`src/core/dma_pkg.sv`:
```
/*
 Shared constants, types and the programming map of the four-channel DMA core.
 Assumes a single clock domain and synchronous programming strobes.
*/
package dma_pkg;
    localparam int CHANNELS = 4;

    typedef enum logic [2:0] {ST_IDLE, ST_S0, ST_S1, ST_S2, ST_S3, ST_S4} svc_state_t;

    typedef struct packed {
        logic [1:0] service;
        logic       decrement;
        logic       autoinit;
        logic [1:0] transfer;
    } mode_t;

    localparam logic [1:0] SVC_DEMAND   = 2'h0;
    localparam logic [1:0] SVC_SINGLE   = 2'h1;
    localparam logic [1:0] SVC_BLOCK    = 2'h2;
    localparam logic [1:0] SVC_CASCADE  = 2'h3;
    localparam logic [1:0] XFER_VERIFY  = 2'h0;
    localparam logic [1:0] XFER_WRITE   = 2'h1;
    localparam logic [1:0] XFER_READ    = 2'h2;

    localparam int CMD_MEM_TO_MEM = 0;
    localparam int CMD_DISABLE    = 2;
    localparam int CMD_REQ_LOW    = 6;
    localparam int CMD_ACK_HIGH   = 7;

    localparam logic [3:0] ADR_COMMAND      = 4'h8;
    localparam logic [3:0] ADR_STATUS       = 4'h8;
    localparam logic [3:0] ADR_REQUEST      = 4'h9;
    localparam logic [3:0] ADR_MASK_ONE     = 4'hA;
    localparam logic [3:0] ADR_MODE         = 4'hB;
    localparam logic [3:0] ADR_CLEAR_FF     = 4'hC;
    localparam logic [3:0] ADR_MASTER_CLEAR = 4'hD;
    localparam logic [3:0] ADR_TEMP         = 4'hD;
    localparam logic [3:0] ADR_MASK_ALL     = 4'hF;

    localparam logic [7:0]  COMMAND_RESET = 8'h00;
    localparam logic [3:0]  MASK_RESET    = 4'hF;
    localparam logic [3:0]  ACK_IDLE_LOW  = 4'hF;
    localparam logic [15:0] ONE16         = 16'h0001;
    localparam logic [15:0] LAST_COUNT    = 16'h0000;
endpackage

```
`src/core/dma_service_core.sv`:
```
/*
 Four-channel DMA service core: bus hold handshake, acknowledges, upper address
 latch control, memory strobes, channel registers and programming access.
 Assumes programming strobes are one-cycle pulses synchronous to ref_clk and
 that the surrounding logic resolves three-state pins from the enables.
*/
`timescale 1ns/100ps
`default_nettype none
// Notes on behaviour
// Hold request when unmasked channel requests
// Four acknowledges, programmable polarity
// Acknowledges active low after reset
// Upper address enable active high
// System may gate drivers with enable
// Upper address strobe pulses high
// Memory read strobe active low, three-state
// Memory write strobe active low, three-state
// Per channel base address and count
// Per channel current address and count
// Shared temporary address and count
// Priority encoder picks single winner
// Decode commands and per channel mode
// All timing from single clock
// Status, command, temp, mode, mask, request
// Memory strobes float when not owning bus
// Low address lines input idle, output active
// Middle address enabled only during service
// Programming allowed until hold grant arrives
module dma_service_core (
    input  wire logic       ref_clk,
    input  wire logic       reset,
    input  wire logic [3:0] channel_request,
    input  wire logic       bus_hold_grant,
    input  wire logic       ready,
    input  wire logic       prog_select,
    input  wire logic       prog_read,
    input  wire logic       prog_write,
    input  wire logic [3:0] low_address_in,
    input  wire logic [7:0] data_in,
    output logic            bus_hold_request,
    output logic [3:0]      channel_acknowledge,
    output logic            upper_address_enable,
    output logic            upper_address_strobe,
    output logic            memory_read_strobe_n,
    output logic            memory_read_oe,
    output logic            memory_write_strobe_n,
    output logic            memory_write_oe,
    output logic [3:0]      low_address_out,
    output logic            low_address_oe,
    output logic [3:0]      middle_address_lines,
    output logic            middle_address_oe,
    output logic [7:0]      data_out,
    output logic            data_oe
);
    dma_pkg::svc_state_t state_reg;
    dma_pkg::svc_state_t state_next;
    dma_pkg::mode_t      mode_reg [4];
    dma_pkg::mode_t      mode_act;
    logic [15:0] base_addr_reg [4];
    logic [15:0] base_count_reg [4];
    logic [15:0] cur_addr_reg [4];
    logic [15:0] cur_count_reg [4];
    logic [15:0] temp_addr_reg;
    logic [15:0] temp_count_reg;
    logic [7:0]  command_reg;
    logic [7:0]  temp_data_reg;
    logic [3:0]  status_tc_reg;
    logic [3:0]  mask_reg;
    logic [3:0]  request_reg;
    logic        byte_ff_reg;
    logic [1:0]  chan_reg;
    logic [1:0]  chan_next;
    logic [1:0]  winner;
    logic [1:0]  prog_chan;
    logic [3:0]  chan_active;
    logic [3:0]  valid;
    logic        any_valid;
    logic        mm_on;
    logic        own;
    logic        drive;
    logic        tc_hit;
    logic        tc_event;
    logic        step_event;
    logic        is_read;
    logic        is_write;
    logic        service_done;
    logic        prog_ok;
    logic        wr_ok;
    logic        rd_ok;
    logic        ack_level;
    logic [15:0] stepped_addr;
    logic [15:0] prog_word;
    logic [7:0]  read_byte;

    // Requests are held off by the disable bit and by each mask bit
    assign chan_active = (channel_request ^ {4{command_reg[dma_pkg::CMD_REQ_LOW]}}) | request_reg;
    assign valid = command_reg[dma_pkg::CMD_DISABLE] ? 4'h0 : (chan_active & ~mask_reg);

    priority_pick u_pick (
        .pending (valid),
        .found   (any_valid),
        .winner  (winner)
    );

    assign mm_on     = command_reg[dma_pkg::CMD_MEM_TO_MEM];
    assign mode_act  = mode_reg[chan_reg];
    assign own       = bus_hold_grant && (state_reg inside {dma_pkg::ST_S1, dma_pkg::ST_S2,
                                                            dma_pkg::ST_S3, dma_pkg::ST_S4});
    assign drive     = own && (mode_act.service != dma_pkg::SVC_CASCADE);
    assign is_read   = mm_on ? (chan_reg == 2'h0) : (mode_act.transfer == dma_pkg::XFER_READ);
    assign is_write  = mm_on ? (chan_reg == 2'h1) : (mode_act.transfer == dma_pkg::XFER_WRITE);
    assign tc_hit    = (temp_count_reg == dma_pkg::LAST_COUNT);
    assign step_event = own && (state_reg == dma_pkg::ST_S4);
    assign tc_event  = step_event && tc_hit;
    assign stepped_addr = mode_act.decrement ? temp_addr_reg - dma_pkg::ONE16
                                             : temp_addr_reg + dma_pkg::ONE16;
    assign service_done = mm_on ? (chan_reg == 2'h1 && tc_hit)
                        : (tc_hit || mode_act.service == dma_pkg::SVC_SINGLE
                           || (mode_act.service == dma_pkg::SVC_DEMAND && !chan_active[chan_reg]));
    // Programming stays open in S0 since the grant has not come back yet
    assign prog_ok   = prog_select && !bus_hold_grant;
    assign wr_ok     = prog_ok && prog_write;
    assign rd_ok     = prog_ok && prog_read;
    assign prog_chan = low_address_in[2:1];
    assign ack_level = command_reg[dma_pkg::CMD_ACK_HIGH];
    assign prog_word = low_address_in[0] ? cur_count_reg[prog_chan] : cur_addr_reg[prog_chan];

    always_comb
    begin
        state_next = state_reg;
        chan_next  = chan_reg;
        unique case (state_reg)
            dma_pkg::ST_IDLE:
                if (any_valid)
                    state_next = dma_pkg::ST_S0;
            dma_pkg::ST_S0:
                if (bus_hold_grant)
                begin
                    state_next = dma_pkg::ST_S1;
                    chan_next  = mm_on ? 2'h0 : winner;
                end
                else if (!any_valid)
                    state_next = dma_pkg::ST_IDLE;
            dma_pkg::ST_S1:
                if (mode_act.service != dma_pkg::SVC_CASCADE)
                    state_next = dma_pkg::ST_S2;
                else if (!chan_active[chan_reg])
                    state_next = dma_pkg::ST_IDLE;
            dma_pkg::ST_S2:
                state_next = dma_pkg::ST_S3;
            dma_pkg::ST_S3:
                if (ready || mode_act.transfer == dma_pkg::XFER_VERIFY)
                    state_next = dma_pkg::ST_S4;
            dma_pkg::ST_S4:
            begin
                state_next = service_done ? dma_pkg::ST_IDLE : dma_pkg::ST_S1;
                if (mm_on)
                    chan_next = {1'b0, ~chan_reg[0]};
            end
        endcase
        if (state_reg inside {dma_pkg::ST_S1, dma_pkg::ST_S2, dma_pkg::ST_S3, dma_pkg::ST_S4}
            && !bus_hold_grant)
            state_next = dma_pkg::ST_IDLE;
    end

    // Every step of the service advances on ref_clk alone
    always_ff @(posedge ref_clk or posedge reset)
    begin
        if (reset)
        begin
            state_reg <= dma_pkg::ST_IDLE;
            chan_reg  <= 2'h0;
        end
        else
        begin
            state_reg <= state_next;
            chan_reg  <= chan_next;
        end
    end

    // Channel words; programming loads base and current together
    always_ff @(posedge ref_clk or posedge reset)
    begin
        if (reset)
        begin
            for (int c = 0; c < dma_pkg::CHANNELS; c++)
            begin
                base_addr_reg[c]  <= 16'h0000;
                base_count_reg[c] <= 16'h0000;
                cur_addr_reg[c]   <= 16'h0000;
                cur_count_reg[c]  <= 16'h0000;
                mode_reg[c]       <= '0;
            end
            temp_addr_reg  <= 16'h0000;
            temp_count_reg <= 16'h0000;
            temp_data_reg  <= 8'h00;
        end
        else
        begin
            if (wr_ok && !low_address_in[3])
            begin
                if (low_address_in[0])
                begin
                    base_count_reg[prog_chan][byte_ff_reg*8 +: 8] <= data_in;
                    cur_count_reg[prog_chan][byte_ff_reg*8 +: 8]  <= data_in;
                end
                else
                begin
                    base_addr_reg[prog_chan][byte_ff_reg*8 +: 8] <= data_in;
                    cur_addr_reg[prog_chan][byte_ff_reg*8 +: 8]  <= data_in;
                end
            end
            if (wr_ok && low_address_in == dma_pkg::ADR_MODE)
                mode_reg[data_in[1:0]] <= data_in[7:2];
            if (own && state_reg == dma_pkg::ST_S1)
            begin
                temp_addr_reg  <= cur_addr_reg[chan_reg];
                temp_count_reg <= cur_count_reg[chan_reg];
            end
            if (drive && mm_on && chan_reg == 2'h0 && state_reg == dma_pkg::ST_S3)
                temp_data_reg <= data_in;
            if (step_event)
            begin
                if (tc_hit && mode_act.autoinit)
                begin
                    cur_addr_reg[chan_reg]  <= base_addr_reg[chan_reg];
                    cur_count_reg[chan_reg] <= base_count_reg[chan_reg];
                end
                else
                begin
                    cur_addr_reg[chan_reg]  <= stepped_addr;
                    cur_count_reg[chan_reg] <= temp_count_reg - dma_pkg::ONE16;
                end
            end
        end
    end

    // Command, mask, request, status and byte pointer; a count end beats a status read
    always_ff @(posedge ref_clk or posedge reset)
    begin
        if (reset)
        begin
            command_reg   <= dma_pkg::COMMAND_RESET;
            mask_reg      <= dma_pkg::MASK_RESET;
            request_reg   <= 4'h0;
            status_tc_reg <= 4'h0;
            byte_ff_reg   <= 1'b0;
        end
        else if (wr_ok && low_address_in == dma_pkg::ADR_MASTER_CLEAR)
        begin
            command_reg   <= dma_pkg::COMMAND_RESET;
            mask_reg      <= dma_pkg::MASK_RESET;
            request_reg   <= 4'h0;
            status_tc_reg <= 4'h0;
            byte_ff_reg   <= 1'b0;
        end
        else
        begin
            if ((wr_ok || rd_ok) && !low_address_in[3])
                byte_ff_reg <= ~byte_ff_reg;
            if (wr_ok && low_address_in == dma_pkg::ADR_CLEAR_FF)
                byte_ff_reg <= 1'b0;
            if (wr_ok && low_address_in == dma_pkg::ADR_COMMAND)
                command_reg <= data_in;
            if (wr_ok && low_address_in == dma_pkg::ADR_REQUEST)
                request_reg[data_in[1:0]] <= data_in[2];
            if (wr_ok && low_address_in == dma_pkg::ADR_MASK_ONE)
                mask_reg[data_in[1:0]] <= data_in[2];
            if (wr_ok && low_address_in == dma_pkg::ADR_MASK_ALL)
                mask_reg <= data_in[3:0];
            if (rd_ok && low_address_in == dma_pkg::ADR_STATUS)
                status_tc_reg <= 4'h0;
            if (tc_event)
            begin
                status_tc_reg[chan_reg] <= 1'b1;
                request_reg[chan_reg]   <= 1'b0;
                if (!mode_act.autoinit)
                    mask_reg[chan_reg] <= 1'b1;
            end
        end
    end

    always_comb
    begin
        read_byte = 8'h00;
        if (!low_address_in[3])
            read_byte = prog_word[byte_ff_reg*8 +: 8];
        else if (low_address_in == dma_pkg::ADR_STATUS)
            read_byte = {chan_active, status_tc_reg};
        else if (low_address_in == dma_pkg::ADR_TEMP)
            read_byte = temp_data_reg;
    end

    genvar g;
    generate
        for (g = 0; g < dma_pkg::CHANNELS; g++)
        begin : g_ack
            always_ff @(posedge ref_clk or posedge reset)
            begin
                if (reset)
                    channel_acknowledge[g] <= dma_pkg::ACK_IDLE_LOW[g];
                else
                    channel_acknowledge[g] <= (own && chan_reg == g) ~^ ack_level;
            end
        end
    endgenerate

    // Pins follow the state by one edge so each output leaves a flip-flop
    always_ff @(posedge ref_clk or posedge reset)
    begin
        if (reset)
        begin
            bus_hold_request      <= 1'b0;
            upper_address_enable  <= 1'b0;
            upper_address_strobe  <= 1'b0;
            memory_read_strobe_n  <= 1'b1;
            memory_read_oe        <= 1'b0;
            memory_write_strobe_n <= 1'b1;
            memory_write_oe       <= 1'b0;
            low_address_out       <= 4'h0;
            low_address_oe        <= 1'b0;
            middle_address_lines  <= 4'h0;
            middle_address_oe     <= 1'b0;
            data_out              <= 8'h00;
            data_oe               <= 1'b0;
        end
        else
        begin
            bus_hold_request      <= (state_reg != dma_pkg::ST_IDLE);
            upper_address_enable  <= drive;
            upper_address_strobe  <= drive && state_reg == dma_pkg::ST_S1;
            memory_read_oe        <= drive;
            memory_write_oe       <= drive;
            memory_read_strobe_n  <= !(drive && is_read && state_reg inside
                                       {dma_pkg::ST_S2, dma_pkg::ST_S3});
            memory_write_strobe_n <= !(drive && is_write && state_reg == dma_pkg::ST_S3);
            low_address_out       <= cur_addr_reg[chan_reg][3:0];
            low_address_oe        <= drive;
            middle_address_lines  <= cur_addr_reg[chan_reg][7:4];
            middle_address_oe     <= drive;
            if (drive && state_reg == dma_pkg::ST_S1)
                data_out <= cur_addr_reg[chan_reg][15:8];
            else if (drive && mm_on)
                data_out <= temp_data_reg;
            else
                data_out <= read_byte;
            data_oe <= (drive && state_reg == dma_pkg::ST_S1) || rd_ok
                       || (drive && mm_on && chan_reg == 2'h1);
        end
    end
endmodule
`default_nettype wire

```
`src/core/priority_pick.sv`:
```
/*
 Fixed priority pick among four channel requests, channel 0 highest.
 Assumes a purely combinational use by the service core.
*/
`timescale 1ns/100ps
`default_nettype none
module priority_pick (
    input  wire logic [3:0] pending,
    output logic            found,
    output logic [1:0]      winner
);
    logic [4:0] blocked;
    logic [3:0] onehot;

    assign blocked[0] = 1'b0;
    genvar i;
    generate
        for (i = 0; i < 4; i++)
        begin : g_chain
            assign onehot[i]    = pending[i] & ~blocked[i];
            assign blocked[i+1] = blocked[i] | pending[i];
        end
    endgenerate

    assign found  = blocked[4];
    assign winner = {onehot[3] | onehot[2], onehot[3] | onehot[1]};
endmodule
`default_nettype wire

```
`config.mk`:
```
export PLATFORM = sky130hd
export DESIGN_NAME = dma_service_core
export DESIGN_NICKNAME = d
export VERILOG_FILES = /design/src/core/dma_pkg.sv /design/src/core/dma_service_core.sv /design/src/core/priority_pick.sv
export SDC_FILE = /design/constraint.sdc
export NUM_CORES = 1
export LEC_CHECK = 0
export ABC_AREA = 1
export ABC_CLOCK_PERIOD_IN_PS = 17500
export BUFFER_PORTS_ARGS = -buffer_cell sky130_fd_sc_hd__buf_4
export CORE_ASPECT_RATIO = 1.5
export CORE_MARGIN = 3
export CORE_UTILIZATION = 63
export DETAILED_ROUTE_END_ITERATION = 16
export HOLD_SLACK_MARGIN = 0.05
export PLACE_DENSITY = 0.78
export RECOVER_POWER = 25
export SYNTH_ARGS = -nofsm -noshare
export SYNTH_HDL_FRONTEND = slang
export SYNTH_SLANG_ARGS = --single-unit
```
`constraint.sdc`:
```
create_clock -name ref_clk -period 17.5 [get_ports ref_clk]
set_clock_uncertainty 0.2 [all_clocks]
set_input_delay 2.625 -clock ref_clk [delete_from_list [all_inputs] [get_ports ref_clk]]
set_output_delay 2.625 -clock ref_clk [all_outputs]
set_load 0.02 [all_outputs]
```
== Word-level counts from Yosys, hierarchy flattened ==
Cells that the tools add are included.

* Register bits after elaboration: 372
* Output and inout bits: 30
* Word-level logic and storage cells: 287

* $add $sub $neg: 4
* $lt $le $gt $ge: 10
* Eq/ne operators: 25
* Shift-type cells: 3
* Mux-type cells: 95
* Bitwise gates (word level): 29
* Reductions and logical operators: 66

{| class="wikitable"
|+ Operator list
! operator !! number
|-
| 64-bit bitwise mux || 8
|-
| 64-bit two-way mux || 8
|-
| 16-bit two-way mux || 16
|-
| 16-bit binary-select mux with 2-bit select || 6
|-
| 16-bit demux with 2-bit select || 2
|-
| 4-bit two-way mux || 15
|-
| 8-bit two-way mux || 7
|-
| 1-bit logical AND || 40
|-
| 4-bit negation with 34-bit output || 1
|-
| 8-bit by 34-bit variable shift with 16-bit output (first input constant) || 1
|-
| 8-bit by 34-bit indexed part select with 16-bit output || 1
|-
| 16-bit by 1-bit subtractor with 16-bit output (second input constant) || 2
|-
| 4-bit == test (second input constant) || 7
|-
| 24-bit bitwise mux || 1
|-
| 3-bit two-way mux || 7
|-
| 6-bit two-way mux || 3
|-
| 3-bit one-hot mux with 6 select lines || 1
|-
| 16-bit by 1-bit adder with 16-bit output (second input constant) || 1
|-
| 16-bit logical NOT || 1
|-
| 16-bit by 5-bit indexed part select with 8-bit output || 1
|-
| 6-bit binary-select mux with 2-bit select || 1
|-
| 6-bit demux with 2-bit select || 1
|-
| 4-bit bitwise OR || 3
|-
| 3-bit greater-or-equal comparator (second input constant) || 3
|-
| 37 further kinds || 95
|}

== Depth between registers and ports, before layout ==
* Depth after elaboration: 12
* Mapped depth: 18

== Hierarchy ==
From an unflattened synthesis, not the netlist that was laid out.

* Cells, all modules: 2701
* Area, all modules: 20251.9 sq um

{| class="wikitable"
|+ By module, submodules not included
! module !! instances !! cells each !! area each (sq um)
|-
| dma_service_core || 1 || 2692 || 20203.1
|-
| priority_pick || 1 || 9 || 48.8
|}

== Worst setup path after synthesis ==
No wires, ideal clock.

* Kind: input -> register
* Start point: in bus_hold_grant
* End point: reg cur_count_reg[14] in the netlist's numbering
* Arrival: 3846 ps
* Data required time: 17164 ps
* Setup slack: 13318 ps
* Cell stages on the path: 10
* Path through: inv_2 nand3_2 nor2_2 nand2_1 buf_2 nor2_2 buf_2 o21ai_0 nand2_1 o21ai_0

* Longest elaborated chain between the ends: 8
* Elaborated cells on any way between the ends: 11

{| class="wikitable"
|+ Ends and longest elaborated chain
! what !! RTL line !! RTL
|-
| start: declaration || dma_service_core.sv:33 || <nowiki>input wire logic bus_hold_grant,</nowiki>
|-
| 1-bit logical NOT || dma_service_core.sv:121 || <nowiki>assign prog_ok = prog_select && !bus_hold_grant;</nowiki>
|-
| 1-bit logical AND || dma_service_core.sv:121 ||
|-
| 1-bit logical AND || dma_service_core.sv:122 || <nowiki>assign wr_ok = prog_ok && prog_write;</nowiki>
|-
| 1-bit logical AND || dma_service_core.sv:200 || <nowiki>if (wr_ok && !low_address_in[3])</nowiki>
|-
| 64-bit two-way mux || dma_service_core.sv:200 ||
|-
| 64-bit bitwise mux (on tied branches) || dma_service_core.sv:232, dma_service_core.sv:227 ||
|-
| 64-bit two-way mux || dma_service_core.sv:224 || <nowiki>if (tc_hit && mode_act.autoinit)</nowiki>
|-
| 64-bit two-way mux (*) || dma_service_core.sv:222 || <nowiki>if (step_event)</nowiki>
|-
| end signal: indexed assignment || dma_service_core.sv:205 || <nowiki>cur_count_reg[prog_chan][byte_ff_reg*8 +: 8] <= data_in;</nowiki>
|-
| end signal: indexed assignment || dma_service_core.sv:227 || <nowiki>cur_count_reg[chan_reg] <= base_count_reg[chan_reg];</nowiki>
|-
| end signal: indexed assignment || dma_service_core.sv:232 || <nowiki>cur_count_reg[chan_reg] <= temp_count_reg - dma_pkg::ONE16;</nowiki>
|-
| end: declaration || dma_service_core.sv:62 || <nowiki>logic [15:0] cur_count_reg [4];</nowiki>
|}

Mark *: on every way between the ends. The rest lies on a longest branch, timed or not.
A chain may end at the register's enable or synchronous reset.

==> results.toml <==
[clocking]
holdBufCountCts = 0
postCtsSetupBuffers = 0
cts_resized = 0
htree_levels = 2
cts_tree = "yes"
numCtsBuffers = 37
clock-sinks = 368
root_buffer = "clkbuf_16"
clk_pin_slew_ns = 0.06
clk_latency_ns = 0.55
cts_buffer_depth = 3

[power]
p_sw_uw = 1330
switching_share = 0.413
power_density_mw_per_mm2 = 149
total_leakage_power_uw = 0.0110
pwr-share-seq = 0.383
ir_worst_vdd_mv = 0.117
power_frac_comb = 0.369
power.share.clock = 0.247
intPower_uw = 1890

[floorplanning]
initial_core_util = 0.641
coreArea_mm2 = 0.0311
boundaryPins = 53
die-height_um = 224
row_count = 79
dieWidth_um = 151
die-area_mm2 = 0.0339

[placed_design]
post_dp_cell_area_mm2 = 0.0205
numPortBuffers = 52
hpwl_um = 45100
place_congestion = 0.974
dp_worst_setup_slack_ns = 11.97

[cells_and_area]
fillers = 2653
syn_to_final_growth_pct = 8.28
fin_util = 0.694
design_area_mm2 = 0.0216
layout-drive-gt1-share = 0.0717
fin_nets = 2706

[logic_synthesis]
ys_ff_latch = 368
ys_seq_area_frac = 0.462
yosysTopAreaCell = "dfrtp_1"
synth_cell_type_count = 48
yosys-top-cells-area = "dfrtp_1, nand2_1, o21ai_0"
synthCells = 2686
yosysWarnings = 0
synth_fp_nets = 2725
avgSynthCellArea_um2 = 7.43
syn_area_mm2 = 0.0200
netlist.area_leader.share = 0.449

[sta]
fmax_mhz = 137
setup_tns_ns = 0
finalMaxSlewViolations = 269
post-route-min-period_ns = 7.29
rsz0062_at_grt = "false"
holdWs_ns = 0.272
worstMarginPinSlew_ns = 6.22
finalSetupViolCount = 0
hold_viol_final = 0
slew_headroom = -3.17
timing.final.ws_setup_ns = 10.21
finalCritPeriodShare = 0.416

[global_route]
grt_pass1_vias = 19400
grt_max_degree = 142
antenna_found_initial = 0
track_usage = 0.414
grt_overflow = 0
grt_pass1_wl_um = 107000

[setup_path]
r2r_cells = 11
crit_path_cell_trace = "clkbuf_4 -> clkinvlp_2 -> buf_4"
worstPathMaxFanout = 141
endpoint_kind = "async pin"
critPathSlowestCell = "clkinvlp_2"
path_buf_inv = 3
path_class = "input pin to async pin"
rr_endpoint = "temp_data_reg[7]$_DFFE_PP0P_"
start_kind = "input pin"
cpPeakStageDelay_ns = 3.40
crit_family = "buffers and inverters"
crit_required_ns = 17.80
rrSetupSlack_ns = 10.82
cp.arrival_ns = 7.59
r2r_start = "chan_reg[0]$_DFFE_PP0P_"

[min_path]
hp-start = "base_addr_reg[29]$_DFFE_PP0P_"
whs_endpoint = "base_addr_reg[29]$_DFFE_PP0P_"
hold_path.class = "register to register"
min_path_cells = 2

[routing]
drt_iter0_drc = 2388
ant_nets = 0
drc = 0
totalWireLength_um = 69900
firstDrtPassIters = 6
via_per_inst = 6.35
vias = 19700
avgRoutedWirePerCell_um = 22.6

[job]
maxCapViolations = 4

[run_status]
outcome = "complete, but fails checks"
violations = "max-capacitance violations, max-slew violations"
worst max path at each step:
stage                       from  slack, ns  cells after the start                            end
2_1_floorplan              reset       4.47                      1   base_addr_reg[0]$_DFFE_PP0P_
3_3_place_gp   low_address_in[2]      12.06                      9     cur_addr_reg[44]$_DFF_PP0_
3_5_place_dp   low_address_in[2]      11.97                     10     cur_addr_reg[42]$_DFF_PP0_
4_1_cts        low_address_in[2]      12.51                     10     cur_addr_reg[42]$_DFF_PP0_
5_1_grt                    reset       9.38                      3     cur_addr_reg[52]$_DFF_PP0_
6_report                   reset      10.21                      3  temp_count_reg[5]$_DFFE_PP0P_
per-stage QoR:
stage	total power (µW)	cells
after floorplan	1980	2686
after global placement	2360	3033
after detailed placement	2400	3033
after CTS	3190	3098
after global routing	3380	3098
final	3230	3099
final cells by class:
| cell class | instances | area [µm²] | share of cell area |
|---|---|---|---|
| Sequential cell | 368 | 9220 | 0.426 |
| Tap cell | 405 | 507 | 0.0234 |
| Multi-Input combinational cell | 1901 | 9080 | 0.420 |
| Timing Repair Buffer | 78 | 571 | 0.0264 |
| Antenna cell | 1 | 2.50 | 0.000116 |
| Inverter | 281 | 1060 | 0.0490 |
| Clock inverter | 7 | 67.6 | 0.00312 |
| Clock buffer | 58 | 1120 | 0.0517 |
layer usage:
| metal | vias to the layer above | track usage | wire (µm) |
|---|---|---|---|
| met1 | 9161 | 0.489 | 23200 |
| met2 | 1380 | 0.643 | 31500 |
| met3 | 423 | 0.0959 | 8350 |
| li1 | 8728 | - | - |
| met5 | - | 0 | 0 |
| met4 | 0 | 0.328 | 6850 |
synth_stat cells (all sizes together):
master,number
xor2,21
o31ai,3
o21ai,278
nand4,29
nand3,165
dfrtp,358
nor3,9
nor2,170
buf,63
a21oi,82
mux2,11
inv,276
o22ai,21
a22oi,38
o2111ai,25
xnor2,1
o221ai,6
or2,4
nand2,930
dfstp,10
and3,2
and2,1
o21a,32
a22o,1
fa,1
a31oi,13
a221oi,10
a21boi,1
clkinv,5
nand3b,5
ha,15
o2111a,3
clkbuf,73
o211ai,24
worst register-to-register path, cell delays in order (launching register included):
cell and delay (ns):
dfrtp_1 0.63, nor2_1 0.43, clkbuf_1 1.57, clkbuf_1 2.09, nand2_1 0.17, nand3_1 0.23
nand2_1 0.17, nand3_1 0.47, inv_1 0.14, nand3_2 0.29, nand2_1 0.09, o21ai_1 0.10
power groups by stage:
| stage | logic, µW | registers [µW] | clock network, µW |
|---|---|---|---|
| after floorplan | 768 | 1210 | 0 |
| after global placement | 1130 | 1240 | 0 |
| after detailed placement | 1150 | 1240 | 0 |
| after CTS | 1160 | 1230 | 799 |
| after global routing | 1290 | 1260 | 829 |
| final | 1190 | 1240 | 798 |
kinds of logic (layout without fill, tap and decap cells):
family / after synthesis / after routing / synth area share
muxes: 11 / 11 / 0.00620
and+or+nand+nor: 1315 / 1315 / 0.270
buffers and inverters: 417 / 424 / 0.0840
xor gates and xnor gates: 22 / 22 / 0.00965
other: 0 / 1 / 0
AOI/OAI and AO/OA: 537 / 537 / 0.158
DFF: 368 / 368 / 0.462
adders and majority gates: 16 / 16 / 0.0104
placed cells by master, fill, tap and decap left out, types with 11 or more instances in the layout:
cell type | Yosys | final
a21oi_1 | 82 | 82
a22oi_1 | 38 | 38
a31oi_1 | 13 | 13
buf_4 | 10 | 73
clkbuf_1 | 72 | 16
clkbuf_16 | 0 | 39
dfrtp_1 | 358 | 358
ha_1 | 15 | 15
inv_1 | 262 | 263
inv_2 | 13 | 11
mux2_2 | 11 | 11
nand2_1 | 925 | 925
nand3_1 | 161 | 162
nand4_1 | 29 | 29
nor2_1 | 148 | 149
nor2_2 | 15 | 11
o2111ai_1 | 25 | 25
o211ai_1 | 24 | 24
o21a_1 | 32 | 32
o21ai_0 | 252 | 252
o21ai_1 | 26 | 26
o22ai_1 | 21 | 21
xor2_1 | 21 | 21
No activity file was read; power rests on OpenSTA's default activity.
